## config.mk

```make
export PLATFORM = sky130hd
export DESIGN_NAME = charger_mppt_thermal_jeita_config
export DESIGN_NICKNAME = d
export VERILOG_FILES = /design/src/rtl/ms_tick_counter.v /design/src/rtl/charger_mppt_thermal_jeita_config.v
export VERILOG_INCLUDE_DIRS = /design/src /design/src/shared
export SDC_FILE = /design/constraint.sdc
export NUM_CORES = 1
export LEC_CHECK = 0
export BUFFER_PORTS_ARGS = -buffer_cell sky130_fd_sc_hd__buf_2
export CORE_MARGIN = 2
export CORE_UTILIZATION = 65
export CTS_CLUSTER_DIAMETER = 40
export DETAILED_ROUTE_END_ITERATION = 16
export GPL_ROUTABILITY_DRIVEN = 0
export PLACE_DENSITY = 0.95
export SLEW_MARGIN = 20
export SYNTH_ARGS = -nofsm -noshare
export SYNTH_HDL_FRONTEND = slang
export SYNTH_HIERARCHICAL = 1
export SYNTH_SLANG_ARGS = --single-unit
```

## constraint.sdc

```tcl
create_clock -name sys_clk -period 12.7 [get_ports sys_clk]
set_clock_uncertainty 0.05 [all_clocks]
set_input_delay 1.27 -clock sys_clk [delete_from_list [all_inputs] [get_ports sys_clk]]
set_output_delay 1.27 -clock sys_clk [all_outputs]
set_load 0.01 [all_outputs]
```

## src/shared/charger_cfg_regs.vh

```
`ifndef CHARGER_CFG_REGS_VH
`define CHARGER_CFG_REGS_VH
// register offsets
`define OFS_SOLAR_TRACKING_CONTROL   8'h15
`define OFS_TEMPERATURE_CONTROL      8'h16
`define OFS_THERMISTOR_CHARGE_ADJUST 8'h17
// reset values
`define RST_SOLAR_TRACKING_CONTROL   8'hAA
`define RST_TEMPERATURE_CONTROL      8'hC0
`define RST_THERMISTOR_CHARGE_ADJUST 8'h7A
// writable bit masks (reserved bits zero)
`define MASK_SOLAR_TRACKING_CONTROL   8'hFF
`define MASK_TEMPERATURE_CONTROL      8'hFE
`define MASK_THERMISTOR_CHARGE_ADJUST 8'hFE
// bits restored on watchdog expiry
`define WDOG_TEMPERATURE_CONTROL      8'hF0
`define WDOG_THERMISTOR_CHARGE_ADJUST 8'hFE
// field positions
`define FLD_FRACTION_HI   7
`define FLD_FRACTION_LO   5
`define FLD_SETTLE_HI     4
`define FLD_SETTLE_LO     3
`define FLD_INTERVAL_HI   2
`define FLD_INTERVAL_LO   1
`define FLD_TRACK_EN      0
// timing in milliseconds
`define SETTLE_MS_0       50
`define SETTLE_MS_1       300
`define SETTLE_MS_2       2000
`define SETTLE_MS_3       5000
`define INTERVAL_MS_0     30000
`define INTERVAL_MS_1     120000
`define INTERVAL_MS_2     600000
`define INTERVAL_MS_3     1800000
// clock rate
`define CLK_HZ            40000000
`define CYCLES_PER_MS     (`CLK_HZ / 1000)
`endif

```

## src/rtl/ms_tick_counter.v

```verilog
`timescale 1ns/1ps
// counts milliseconds: reloadable down counter with a per-ms prescaler
module ms_tick_counter #(
    parameter CYCLES_PER_MS = 40000
) (
    // clock and reset
    input  wire        sys_clk,
    input  wire        reset,
    // control
    input  wire        load,
    input  wire [31:0] load_ms,
    // status
    output reg         expired
);
    reg [31:0] prescale;  // cycles within the current millisecond
    reg [31:0] remaining; // milliseconds still to go

    // load wins; expired stays high until the next load
    always @(posedge sys_clk or posedge reset)
    begin
        if (reset)
        begin
            prescale  <= 32'h0;
            remaining <= 32'h0;
            expired   <= 1'b0;
        end
        else if (load)
        begin
            prescale  <= 32'h0;
            remaining <= load_ms;
            expired   <= 1'b0;
        end
        else if (!expired)
        begin
            if (remaining == 32'h0)
                expired <= 1'b1;
            else if (prescale == CYCLES_PER_MS - 1)
            begin
                prescale  <= 32'h0;
                remaining <= remaining - 32'h1;
            end
            else
                prescale <= prescale + 32'h1;
        end
    end
endmodule // ms_tick_counter

```

## src/rtl/charger_mppt_thermal_jeita_config.v

```verilog
`timescale 1ns/1ps
`include "charger_cfg_regs.vh"
module charger_mppt_thermal_jeita_config #(
    parameter CYCLES_PER_MS = `CYCLES_PER_MS
) (
    // clock and reset
    input  wire        sys_clk,
    input  wire        reset,
    // register access from the serial command front end
    input  wire [7:0]  reg_addr,
    input  wire        reg_write,
    input  wire [7:0]  reg_wdata,
    output reg  [7:0]  reg_rdata,
    // reset sources for the configuration
    input  wire        register_reset_cmd,
    input  wire        watchdog_expired,
    // open-circuit measurement
    input  wire [15:0] open_circuit_mv,
    input  wire        open_circuit_valid,
    output reg         converter_stop,
    output reg         sample_request,
    output reg  [15:0] input_voltage_limit,
    output reg         limit_update,
    // decoded thermal and pulldown controls
    output reg  [1:0]  thermal_regulation_threshold,
    output reg  [1:0]  thermal_shutdown_threshold,
    output reg         bus_rail_pulldown_enable,
    output reg         first_sense_pulldown_enable,
    output reg         second_sense_pulldown_enable,
    // temperature range charge adjustments
    output reg         hot_range_suspend,
    output reg  [9:0]  hot_voltage_reduction_mv,
    output reg  [6:0]  hot_current_percent,
    output reg         cold_range_suspend,
    output reg  [6:0]  cold_current_percent
);
    // one-hot tracking states
    localparam [3:0] ST_IDLE   = 4'h1;
    localparam [3:0] ST_SETTLE = 4'h2;
    localparam [3:0] ST_SAMPLE = 4'h4;
    localparam [3:0] ST_WAIT   = 4'h8;

    reg  [7:0]  solar_tracking_control;   // tracking setup
    reg  [7:0]  temperature_control;      // thermal setup
    reg  [7:0]  thermistor_charge_adjust; // hot/cold adjustments
    reg  [3:0]  state;                    // tracking sequencer
    reg  [3:0]  next_state;
    reg         timer_load;               // restart the ms counter
    reg  [31:0] timer_ms;                 // value to load
    wire        timer_done;               // ms counter reached zero
    wire        track_en;
    wire [2:0]  fraction_code;
    reg  [25:0] scaled;                   // voltage times sixteenths

    assign track_en      = solar_tracking_control[`FLD_TRACK_EN];
    assign fraction_code = solar_tracking_control[`FLD_FRACTION_HI:`FLD_FRACTION_LO];

    // settle delay in ms for a 2-bit code
    function [31:0] settle_ms;
        input [1:0] code;
        begin
            case (code)
                2'h0:    settle_ms = `SETTLE_MS_0;
                2'h1:    settle_ms = `SETTLE_MS_1;
                2'h2:    settle_ms = `SETTLE_MS_2;
                default: settle_ms = `SETTLE_MS_3;
            endcase
        end
    endfunction

    // repeat interval in ms for a 2-bit code
    function [31:0] interval_ms;
        input [1:0] code;
        begin
            case (code)
                2'h0:    interval_ms = `INTERVAL_MS_0;
                2'h1:    interval_ms = `INTERVAL_MS_1;
                2'h2:    interval_ms = `INTERVAL_MS_2;
                default: interval_ms = `INTERVAL_MS_3;
            endcase
        end
    endfunction

    // current scale for a 2-bit adjust code: 0 suspends, 3 unchanged
    function [6:0] current_pct;
        input [1:0] code;
        begin
            case (code)
                2'h1:    current_pct = 7'd20;
                2'h2:    current_pct = 7'd40;
                2'h3:    current_pct = 7'd100;
                default: current_pct = 7'd0;
            endcase
        end
    endfunction

    // register writes; register reset restores all, watchdog a subset
    always @(posedge sys_clk or posedge reset)
    begin
        if (reset)
        begin
            solar_tracking_control   <= `RST_SOLAR_TRACKING_CONTROL;
            temperature_control      <= `RST_TEMPERATURE_CONTROL;
            thermistor_charge_adjust <= `RST_THERMISTOR_CHARGE_ADJUST;
        end
        else if (register_reset_cmd)
        begin
            solar_tracking_control   <= `RST_SOLAR_TRACKING_CONTROL;
            temperature_control      <= `RST_TEMPERATURE_CONTROL;
            thermistor_charge_adjust <= `RST_THERMISTOR_CHARGE_ADJUST;
        end
        else if (watchdog_expired)
        begin
            // tracking register untouched by the watchdog
            temperature_control <= (temperature_control & ~`WDOG_TEMPERATURE_CONTROL)
                                 | (`RST_TEMPERATURE_CONTROL & `WDOG_TEMPERATURE_CONTROL);
            thermistor_charge_adjust <= `RST_THERMISTOR_CHARGE_ADJUST;
        end
        else if (reg_write)
        begin
            case (reg_addr)
                `OFS_SOLAR_TRACKING_CONTROL:
                    solar_tracking_control <= reg_wdata & `MASK_SOLAR_TRACKING_CONTROL;
                `OFS_TEMPERATURE_CONTROL:
                    temperature_control <= reg_wdata & `MASK_TEMPERATURE_CONTROL;
                `OFS_THERMISTOR_CHARGE_ADJUST:
                    thermistor_charge_adjust <= reg_wdata & `MASK_THERMISTOR_CHARGE_ADJUST;
                default:
                    ; // other offsets belong to neighbouring registers
            endcase
        end
    end

    // read mux; unknown offsets read zero
    always @(posedge sys_clk or posedge reset)
    begin
        if (reset)
            reg_rdata <= 8'h00;
        else
        begin
            case (reg_addr)
                `OFS_SOLAR_TRACKING_CONTROL:   reg_rdata <= solar_tracking_control;
                `OFS_TEMPERATURE_CONTROL:      reg_rdata <= temperature_control;
                `OFS_THERMISTOR_CHARGE_ADJUST: reg_rdata <= thermistor_charge_adjust;
                default:                       reg_rdata <= 8'h00;
            endcase
        end
    end

    // decoded controls, registered
    always @(posedge sys_clk or posedge reset)
    begin
        if (reset)
        begin
            thermal_regulation_threshold <= 2'h3;
            thermal_shutdown_threshold   <= 2'h0;
            bus_rail_pulldown_enable     <= 1'b0;
            first_sense_pulldown_enable  <= 1'b0;
            second_sense_pulldown_enable <= 1'b0;
            hot_range_suspend            <= 1'b0;
            hot_voltage_reduction_mv     <= 10'd400;
            hot_current_percent          <= 7'd100;
            cold_range_suspend           <= 1'b0;
            cold_current_percent         <= 7'd20;
        end
        else
        begin
            thermal_regulation_threshold <= temperature_control[7:6];
            thermal_shutdown_threshold   <= temperature_control[5:4];
            bus_rail_pulldown_enable     <= temperature_control[3];
            first_sense_pulldown_enable  <= temperature_control[2];
            second_sense_pulldown_enable <= temperature_control[1];
            hot_current_percent  <= current_pct(thermistor_charge_adjust[4:3]);
            cold_current_percent <= current_pct(thermistor_charge_adjust[2:1]);
            // any zero code suspends charging in that range
            hot_range_suspend  <= (thermistor_charge_adjust[7:5] == 3'h0)
                               || (thermistor_charge_adjust[4:3] == 2'h0);
            cold_range_suspend <= (thermistor_charge_adjust[2:1] == 2'h0);
            case (thermistor_charge_adjust[7:5])
                3'h1:    hot_voltage_reduction_mv <= 10'd800;
                3'h2:    hot_voltage_reduction_mv <= 10'd600;
                3'h3:    hot_voltage_reduction_mv <= 10'd400;
                3'h4:    hot_voltage_reduction_mv <= 10'd400;
                3'h5:    hot_voltage_reduction_mv <= 10'd200;
                3'h6:    hot_voltage_reduction_mv <= 10'd100;
                default: hot_voltage_reduction_mv <= 10'd0;  // unchanged or suspended
            endcase
        end
    end

    // tracking sequencer next state
    always @*
    begin
        next_state = state;
        timer_load = 1'b0;
        timer_ms   = 32'h0;
        case (state)
            ST_IDLE:
                if (track_en)
                begin
                    next_state = ST_SETTLE;
                    timer_load = 1'b1;
                    timer_ms   = settle_ms(solar_tracking_control[`FLD_SETTLE_HI:`FLD_SETTLE_LO]);
                end
            ST_SETTLE:
                if (timer_done)
                    next_state = ST_SAMPLE;
            ST_SAMPLE:
                if (open_circuit_valid)
                begin
                    next_state = ST_WAIT;
                    timer_load = 1'b1;
                    timer_ms   = interval_ms(solar_tracking_control[`FLD_INTERVAL_HI:`FLD_INTERVAL_LO]);
                end
            ST_WAIT:
                if (!track_en)
                    next_state = ST_IDLE;
                else if (timer_done)
                begin
                    next_state = ST_SETTLE;
                    timer_load = 1'b1;
                    timer_ms   = settle_ms(solar_tracking_control[`FLD_SETTLE_HI:`FLD_SETTLE_LO]);
                end
            default:
                next_state = ST_IDLE;
        endcase
    end

    // limit = voltage * (9 + code) / 16; the multiplier needs five bits, since code 7 gives sixteen
    always @*
    begin
        scaled = {10'h0, open_circuit_mv} * {21'h0, 5'h09 + {2'h0, fraction_code}};
    end

    // sequencer registers and outputs
    always @(posedge sys_clk or posedge reset)
    begin
        if (reset)
        begin
            state               <= ST_IDLE;
            converter_stop      <= 1'b0;
            sample_request      <= 1'b0;
            input_voltage_limit <= 16'h0000;
            limit_update        <= 1'b0;
        end
        else
        begin
            state          <= next_state;
            converter_stop <= (next_state == ST_SETTLE) || (next_state == ST_SAMPLE);
            sample_request <= (next_state == ST_SAMPLE);
            limit_update   <= 1'b0;
            if (state == ST_SAMPLE && open_circuit_valid)
            begin
                input_voltage_limit <= scaled[19:4];
                limit_update        <= 1'b1;
            end
        end
    end

    // millisecond timer for settle and interval
    ms_tick_counter #(
        .CYCLES_PER_MS (CYCLES_PER_MS)
    ) u_timer (
        .sys_clk (sys_clk),
        .reset   (reset),
        .load    (timer_load),
        .load_ms (timer_ms),
        .expired (timer_done)
    );
endmodule // charger_mppt_thermal_jeita_config

```

Word level (Yosys, flattened, before mapping) --
Cells that the tools add are included.
Word-level totals: word-level logic and storage cells 125, output and inout bits 60, input port bits 38, register bits 153
Cells by class: muxes and demuxes 46, multiply operators 1, add/sub/neg operators 3, eq/ne operators 29, reduce and logical (&&, ||, !) cells 23
Operators with widths (number):
- $mux 32 | 10
- $mux 8 | 12
- $pmux 32 s3 | 1
- $pmux 21 s3 | 1
- $pmux 10 s5 | 1
- $pmux 7 s3 | 2
- $pmux 13 s3 | 1
- $add 32x1->32 const B | 1
- $eq 32x16->1 const B | 1
- $logic_not 32->1 | 1
- $sub 32x1->32 const B | 1
- $eq 8x5->1 const B | 3
- $pmux 8 s3 | 1
- $mux 21 | 1
- $mul 16x5->20 | 1
- $mux 4 | 5
- $pmux 4 s4 | 1
- $mux 13 | 1
- $eq 2x2->1 const B | 6
- $eq 3x3->1 const B | 3
- $reduce_and 3->1 | 3
- $reduce_bool 3->1 | 3
- $eq 2x1->1 const B | 4
- $eq 4x2->1 const B | 2
- 16 further kinds | 36

Depth between registers and ports, before layout --
Gate-level depths: netlist (run 1).
depth in word-level cells 6, mapped depth 18, gate-level depth less buffers 16

Modules after synthesis --
The synthesis (run 1) kept the hierarchy.
By module, submodules not included:
- charger_mppt_thermal_jeita_config | cells each 618, area an instance 5855.6 µm², times used 1, sequential area each 2029.4 µm²
- ms_tick_counter | cells each 532, area an instance 4460.5 µm², times used 1, sequential area each 1626.6 µm²

Least setup slack after synthesis (run 1) --
OpenSTA, ideal clock, no wires.
path type input to register, start point input open_circuit_mv[4], end point register input_voltage_limit[10], path buffers 0, required time 12519 ps, stages 13, data arrival time 4492 ps, path slack 8027 ps, setup time 131 ps, cells stage by stage and2_1 > fa_1 > fa_1 > inv_1 > fa_1 > inv_1 > ha_1 > a21oi_1 > nand2_1 > and2_1 > nor3_1 > nor4_1 > or3_1
Between the ends: longest elaborated chain between the ends 1
RTL lines:
- from (decl) | line charger_mppt_thermal_jeita_config.v:18 | input wire [15:0] open_circuit_mv,
- $mul 16x5->20 | line charger_mppt_thermal_jeita_config.v:232 | scaled = {10'h0, open_circuit_mv} * {21'h0, 5'h09 + {2'h0, fraction_code}};
- to (signal assigned) | line charger_mppt_thermal_jeita_config.v:254 | input_voltage_limit <= scaled[19:4];
- to (decl) | line charger_mppt_thermal_jeita_config.v:22 | output reg [15:0] input_voltage_limit,
No other way between the ends. A chain may end at the register's enable or synchronous reset.

Worst setup path after layout (run 1) --
start point register solar_tracking_control[5], end point register input_voltage_limit[10]
Between the ends: longest elaborated chain between the ends 2
RTL lines:
- from (decl) | line charger_mppt_thermal_jeita_config.v:43 | reg [7:0] solar_tracking_control;
- from (signal assigned) | line charger_mppt_thermal_jeita_config.v:102 | solar_tracking_control <= `RST_SOLAR_TRACKING_CONTROL;
- from (signal assigned) | line charger_mppt_thermal_jeita_config.v:108 | solar_tracking_control <= `RST_SOLAR_TRACKING_CONTROL;
- from (signal assigned) | line charger_mppt_thermal_jeita_config.v:123 | solar_tracking_control <= reg_wdata & `MASK_SOLAR_TRACKING_CONTROL;
- $add 4x3->5 | line charger_mppt_thermal_jeita_config.v:232
- $mul 16x5->20 | line charger_mppt_thermal_jeita_config.v:232
No other way between the ends.

==> results of run 1 <==
-- power by group through the flow --
stage          Clock, uW  Combinational, uW  Sequential [uW]
2_1_floorplan          0                216              524
3_3_place_gp           0                275              527
3_5_place_dp           0                290              529
4_1_cts              509                297              522
5_1_grt              531                336              527
6_report             505                301              524
-- per-layer routing --
layer | vias to the layer above | global-route usage [%]
li1 | 4258 | -
met1 | 4584 | 38.9
met2 | 572 | 54.8
met3 | 121 | 7.38
met4 | 0 | 15.4
met5 | - | 0
-- Yosys cell counts (all sizes together) (3+ instances only) --
cell	count
dfrtp	123
nand2	102
inv	88
nor2	74
clkbuf	50
a21oi	49
o21ai	49
and2	48
nand3	43
fa	40
ha	36
a31oi	32
nand4	31
nor3	27
or3	27
o31ai	26
or4	26
nor2b	23
dfstp	22
buf	20
nor4	20
nand2b	19
mux2i	17
a22oi	15
and3	15
o32ai	12
o211ai	11
and4	9
o41ai	9
mux2	8
xnor2	8
nand4b	7
a211o	6
o21a	6
or2	6
nor4b	5
or4b	5
a21o	3
a41oi	3
nor3b	3
o21bai	3
-- flip-flops by register name (all words and copies together) (netlist names), 4 cells and up --
name                      flops
u_timer/prescale             32
reg_rdata                     8
temperature_control           7
hot_current_percent           5
u_timer/remaining            32
input_voltage_limit          16
thermistor_charge_adjust      7
cold_current_percent          5
hot_voltage_reduction_mv      8
state                         4
solar_tracking_control        8
-- cells by family (layout without fill, tap and decap cells) --
logic type / after synthesis / count (layout)
compound gates: 238 / 238
xor+xnor: 10 / 10
flops: 145 / 145
mux: 25 / 25
simple gates: 497 / 497
other cells: 1 / 20
buf+inv: 158 / 220
fa+ha+maj: 76 / 76
-- area by class of cell --
type | count | area [sq um]
Clock buffer | 17 | 425
Clock inverter | 15 | 185
Fill cell | 1044 | 4240
Inverter | 88 | 332
Multi-Input combinational cell | 866 | 6070
Sequential cell | 145 | 3660
Tap cell | 216 | 270
Timing Repair Buffer | 100 | 527
-- metrics by stage --
step / cells / hold WS [ns] / cell area (sq um)
detailed placement: 1414 / 0.317 / 10800
global route: 1447 / 0.335 / 11500
global placement: 1414 / 0.315 / 10800
floorplan: 1169 / 0.311 / 10400
finish: 1447 / 0.330 / 11500
CTS: 1446 / 0.328 / 11500
-- worst register-to-register path: cells and delay by family (launching register included) --
| kind | cells | cell delay (ns) |
|---|---|---|
| buf+inv | 2 | 0.09 |
| flops | 1 | 0.70 |
| simple gates | 6 | 1.41 |
| fa+ha+maj | 6 | 2.54 |
| compound gates | 1 | 0.20 |
-- worst max-delay path by stage --
stage	end	slack, ns	depth (start not counted)
3_3_place_gp	input_voltage_limit[11]	7.81	14
4_1_cts	input_voltage_limit[10]	7.62	15
2_1_floorplan	input_voltage_limit[10]	8.03	13
3_5_place_dp	input_voltage_limit[11]	7.65	14
6_report	input_voltage_limit[10]	7.59	15
5_1_grt	input_voltage_limit[10]	7.31	15
==> impl_metrics.py, run 1 <==
metrics = {
    "status": {
        "status": "complete, no violations",
    },
    "critical_path": {
        "r2r_start": "solar_tracking_control[5]",
        "path_cells": "ha_1, ha_1, and2_1, fa_1, fa_1, inv_1, fa_1, inv_1, ha_1, a21oi_1, nand2_1, and2_1, nor3_1, nor4_1, or3_1",
        "crit_family": "adder cells",
        "crit_fanout": 19,
        "cpPeakStageDelay_ns": 0.70,
        "reg2reg_slack_ns": 7.59,
        "worst-path-buf-inv": 2,
        "crit_start": "solar_tracking_control[5]",
        "crit_required_ns": 12.96,
        "r2r-end": "input_voltage_limit[10]",
        "r2r_cells": 15,
        "slowest_stage": "dfstp_2",
        "worstSetupEndpointType": "flip-flop",
        "worstSetupPathType": "reg -> reg",
        "arrival_ns": 5.36,
        "cp-start-kind": "flip-flop",
    },
    "clock_tree": {
        "cts_buffer_depth": 2,
        "hold_buffers": 0,
        "clock_sinks": 145,
        "clk-insertion-delay-late_ns": 0.43,
        "clock-root-buffer": "clkbuf_16",
        "tritoncts": "yes",
        "clkTransAtPathRegs_ns": 0.07,
        "cts_setup_buffers": 0,
        "htreeDepth": 4,
        "post_cts_resized": 0,
        "cts_buffers": 17,
    },
    "global_route": {
        "antenna_found_initial": 0,
        "grt_usage_pct": 32.2,
        "grt.overflow.total": 0,
        "grt_pass1_vias": 9158,
        "grt_pass1_wl_microns": 43400,
        "grt_max_degree": 66,
    },
    "timing": {
        "rsz0062_at_grt": "no",
        "max_freq_ghz": 0.196,
        "worst_slew_pin_slew_ns": 1.01,
        "period_share_pct": 40.2,
        "hold_viol": 0,
        "setup_viol": 0,
        "fin_ws_ns": 7.59,
        "slew_violations": 0,
        "min_period_ns": 5.11,
        "relSlewSlack_pct": 31.8,
        "tns_ns": 0,
    },
    "drt": {
        "routed_wirelength_microns": 26900,
        "wl_per_cell_microns": 18.6,
        "highest-signal-layer": "met4",
        "wl_met1_microns": 10300,
        "initialDrtViolationCount": 1038,
        "ant_nets": 0,
        "drc_errors": 0,
        "first_pass_iters": 8,
        "num_vias": 9535,
        "wl_met2_microns": 13400,
        "route.met3.wl_microns": 2100,
        "avgViaCountPerCell": 6.59,
    },
    "finish": {
        "layout_commonest_cell": "dfrtp_1",
        "drive_above_1_share_pct": 15.9,
        "layout_common_cells": "123 x dfrtp_1, 100 x nand2_1, 91 x buf_2",
        "design.final.nets": 1332,
        "diodes": 0,
        "final_util_pct": 73.0,
        "area_growth_pct": 11.2,
    },
    "yosys": {
        "syn_area_sq_mm": 0.0103,
        "synth_edf_count": 0,
        "synthCells": 1150,
        "yosysTopAreaCell": "dfrtp_1",
        "ys.flop_type": "dfrtp_1",
        "seq_area_frac_synth_pct": 35.4,
        "yosysUniqueCellTypes": 73,
        "syn-mean-instance-area_sq_um": 8.97,
        "synth_top_area_share_pct": 29.8,
        "synth_xor_area_share_pct": 0.849,
        "synth_warnings": 6,
        "synth_top_family_by_area": "simple AND/OR/NAND/NOR gates",
        "synthSimpleGateAreaFrac_pct": 26.9,
        "async_reset_ff_share_pct": 100,
        "ys_top_cells_by_area": "dfrtp_1 30%, fa_1 7.8%, dfstp_2 5.6%, ha_1 4.4%, nand2_1 3.7%",
        "synth-compound-area-share_pct": 15.7,
        "synth_adder_area_share_pct": 12.1,
        "synth.area.mux_share_pct": 2.52,
        "synth_seq_cells": 145,
    },
    "power_and_ir_drop": {
        "pwr-share-seq_pct": 39.4,
        "p_leak_uw": 0.00509,
        "intPower_uw": 876,
        "pwr-share-clk_pct": 38.0,
        "p_comb_share_pct": 22.6,
        "swShare_pct": 34.1,
        "power_uw": 1330,
        "peakVddDrop_mv": 0.0963,
        "power.density_mw_per_mm2": 116,
        "power_switching_uw": 454,
    },
    "floorplan": {
        "initial_core_util_pct": 65.7,
        "fp.dieW_microns": 130,
        "die_y_microns": 130,
        "rows": 46,
        "coreArea_sq_mm": 0.0157,
        "dieArea_sq_mm": 0.0169,
        "ioPinCount": 98,
    },
    "run": {
        "maxCapViolCount": 0,
    },
    "min_path": {
        "hold_start": "temperature_control[6]",
        "hold_path.class": "reg -> reg",
        "worstHoldPathCells": 0,
        "hold_end": "thermal_regulation_threshold[0]",
    },
    "placed_design": {
        "port-buffer-count": 91,
        "hpwl_microns": 18100,
        "pre_cts_slack_ns": 7.65,
    },
}
(Power assumes the default switching activity.)
==> inputs of run 2 (changes only) <==
--- a/config.mk
+++ b/config.mk
@@ -8,11 +8,11 @@
 export LEC_CHECK = 0
 export BUFFER_PORTS_ARGS = -buffer_cell sky130_fd_sc_hd__buf_2
 export CORE_MARGIN = 2
-export CORE_UTILIZATION = 65
+export CORE_UTILIZATION = 61
 export CTS_CLUSTER_DIAMETER = 40
 export DETAILED_ROUTE_END_ITERATION = 16
 export GPL_ROUTABILITY_DRIVEN = 0
-export PLACE_DENSITY = 0.95
+export PLACE_DENSITY = 0.93
 export SLEW_MARGIN = 20
 export SYNTH_ARGS = -nofsm -noshare
 export SYNTH_HDL_FRONTEND = slang
==> constraint.sdc (replaced) <==
create_clock -name sys_clk -period 5.05 [get_ports sys_clk]
set_clock_uncertainty 0.05 [all_clocks]
set_input_delay 0.505 -clock sys_clk [delete_from_list [all_inputs] [get_ports sys_clk]]
set_output_delay 0.505 -clock sys_clk [all_outputs]
set_load 0.01 [all_outputs]
==> run 2 against run 1 <==
Final cell count is 0.41% higher. Non-clock buffer count is 1 higher. Setup slack worse by 7.4 ns. Flip-flop and latch count stayed put. Via count is 1.5% lower. Clock power grew to 2.6 times the previous value. Worst hold slack worse by 0.047 ns. Sequential share of layout area is 0.076 points lower. Power grew to 2.5 times the previous value. Critical path depth stayed put. First-iteration DRC count is 3.7% lower. Critical path type unchanged. Critical endpoint unchanged. Largest power group unchanged.
==> impl_metrics.py, run 2 (synthesis results as in run 1) <==
metrics = {
    "status": {
        "status": "complete, no violations",
    },
    "global_route": {
        "antenna_found_initial": 0,
        "grt_use_met3_pct": 5.67,
        "grt_max_degree": 81,
        "grt_pass1_wl_microns": 43000,
        "grt_pass1_vias": 8949,
        "grt.met1_usage_pct": 38.3,
        "grt.busiest_layer": "met2",
        "grt_usage_pct": 29.4,
        "grt_util_met2_pct": 48.1,
        "grt.overflow.total": 0,
    },
    "finish": {
        "layout_commonest_cell": "dfrtp_1",
        "layout_common_cells": "123 x dfrtp_1, 100 x nand2_1, 91 x buf_2",
        "fin_cells": 1453,
        "reg.largest.list": "u_timer/prescale (32), u_timer/remaining (32), input_voltage_limit (16)",
        "area_growth_pct": 11.4,
        "fillers": 1166,
        "design.final.nets": 1333,
        "fin_area_sq_mm": 0.0115,
        "drive_above_1_share_pct": 16.2,
    },
    "drt": {
        "routed_wirelength_microns": 26200,
        "first_pass_iters": 8,
        "avgViaCountPerCell": 6.46,
        "wl_per_cell_microns": 18.0,
        "num_vias": 9393,
        "initialDrtViolationCount": 1000,
        "drc_errors": 0,
        "ant_nets": 0,
    },
    "timing": {
        "max_freq_ghz": 0.206,
        "slew_violations": 0,
        "rsz0062_at_grt": "no",
        "setup_viol": 0,
        "tns_ns": 0,
        "relSlewSlack_pct": 29.9,
        "period_share_pct": 96.2,
        "min_period_ns": 4.86,
        "hold_viol": 0,
        "worst_slew_pin_slew_ns": 1.05,
    },
    "clock_tree": {
        "clock_sinks": 145,
        "clk-insertion-delay-late_ns": 0.44,
        "cts_buffer_depth": 2,
        "tritoncts": "yes",
        "htreeDepth": 4,
        "clkTransAtPathRegs_ns": 0.07,
        "clock-root-buffer": "clkbuf_16",
        "hold_buffers": 0,
        "cts_buffers": 17,
    },
    "floorplan": {
        "fp.dieW_microns": 134,
        "die_y_microns": 134,
        "rows": 47,
        "initial_core_util_pct": 62.2,
        "ioPinCount": 98,
        "coreArea_sq_mm": 0.0166,
        "dieArea_sq_mm": 0.0180,
    },
    "power_and_ir_drop": {
        "p_leak_uw": 0.00509,
        "peakVddDrop_mv": 0.276,
        "intPower_uw": 2200,
        "p_comb_share_pct": 22.3,
        "swShare_pct": 34.3,
        "power_uw": 3350,
        "pwr-share-clk_pct": 38.4,
        "power_switching_uw": 1150,
        "power.density_mw_per_mm2": 291,
        "pwr-share-seq_pct": 39.3,
    },
    "placed_design": {
        "dp.cells": 1420,
        "port-buffer-count": 91,
        "placed_area_sq_mm": 0.0109,
        "hpwl_microns": 17600,
    },
    "run": {
        "maxCapViolCount": 0,
    },
    "critical_path": {
        "worstSetupEndpointType": "flip-flop",
        "crit_fanout": 16,
        "crit_required_ns": 5.32,
        "worstSetupPathType": "reg -> reg",
        "arrival_ns": 5.13,
        "cp-start-kind": "flip-flop",
    },
    "min_path": {
        "hold_path.class": "in -> async",
    },
}
## run 2: changes by cell type in the layout (fill, tap and decap cells not counted)
cell and change:
ha_2 +1, ha_1 -1, buf_6 -1, nor4_1 -1, inv_6 +1, clkinv_8 +2
buf_4 +2, inv_8 -3, diode_2 +1, nor4_2 +1
## run 2: path summary, 6_finish.rpt
kind,from,end,slack [ns],cells past startpoint
max in group asynchronous,reset,input_voltage_limit[15],4.00,3
min in group sys_clk,reg_wdata[7],solar_tracking_control[7],0.28,2
worst min-delay path,reset,u_timer/remaining[3],0.28,3
worst max-delay path,solar_tracking_control[5],input_voltage_limit[10],0.19,15
worst min register to register,temperature_control[6],thermal_regulation_threshold[0],0.33,0
worst max register to register,solar_tracking_control[5],input_voltage_limit[10],0.19,15
## run 2: repair_timing
action | CTS | global route
setup buffers | 0 | 0
resized for setup | 0 | 1
endpoints found under the setup margin | 0 | 7
## run 2: area by class of cell
cell class                 count  area, sq um  share of cell area [%]
multi-input combinational    866         6080                    52.9
sequential                   145         3660                    31.8
timing repair buffer         101          531                    4.61
clock buffer                  17          425                    3.70
inverter                      88          332                    2.88
tap                          220          275                    2.39
clock inverter                15          193                    1.68
antenna                        1         2.50                  0.0218
## run 2: power by group through the flow
| stage | Sequential, uW | Combinational [uW] | Clock, uW |
|---|---|---|---|
| 2_1_floorplan | 1320 | 543 | 0 |
| 3_3_place_gp | 1330 | 691 | 0 |
| 3_5_place_dp | 1330 | 725 | 0 |
| 4_1_cts | 1310 | 736 | 1300 |
| 5_1_grt | 1320 | 840 | 1340 |
| 6_report | 1320 | 747 | 1290 |
## run 2: critical path, stage by stage, from the launching register on
cell and delay (ns):
dfstp_2 0.57, ha_1 0.17, ha_2 0.36, and2_1 0.21, fa_1 0.46, fa_1 0.55, inv_1 0.05, fa_1 0.52
inv_1 0.04, ha_1 0.37, a21oi_1 0.24, nand2_1 0.13, and2_1 0.21, nor3_1 0.38, nor4_1 0.11, or3_1 0.31
## run 2: metal layers
layer  vias up  share of wire [%]
met1      4505                 40
met5         -                  0
met4         0                3.1
met3        96                8.1
met2       533                 49
li1       4259                  -
## run 2: stage by stage
stage	utilization [%]	setup slack (ns)	hold slack (ns)
after detailed placement	65.5	0.237	0.320
after floorplan	-	0.473	0.311
after global routing	69.3	0.0277	0.270
after CTS	69.3	0.174	0.262
final	69.3	0.192	0.282
after global placement	65.5	0.398	0.318
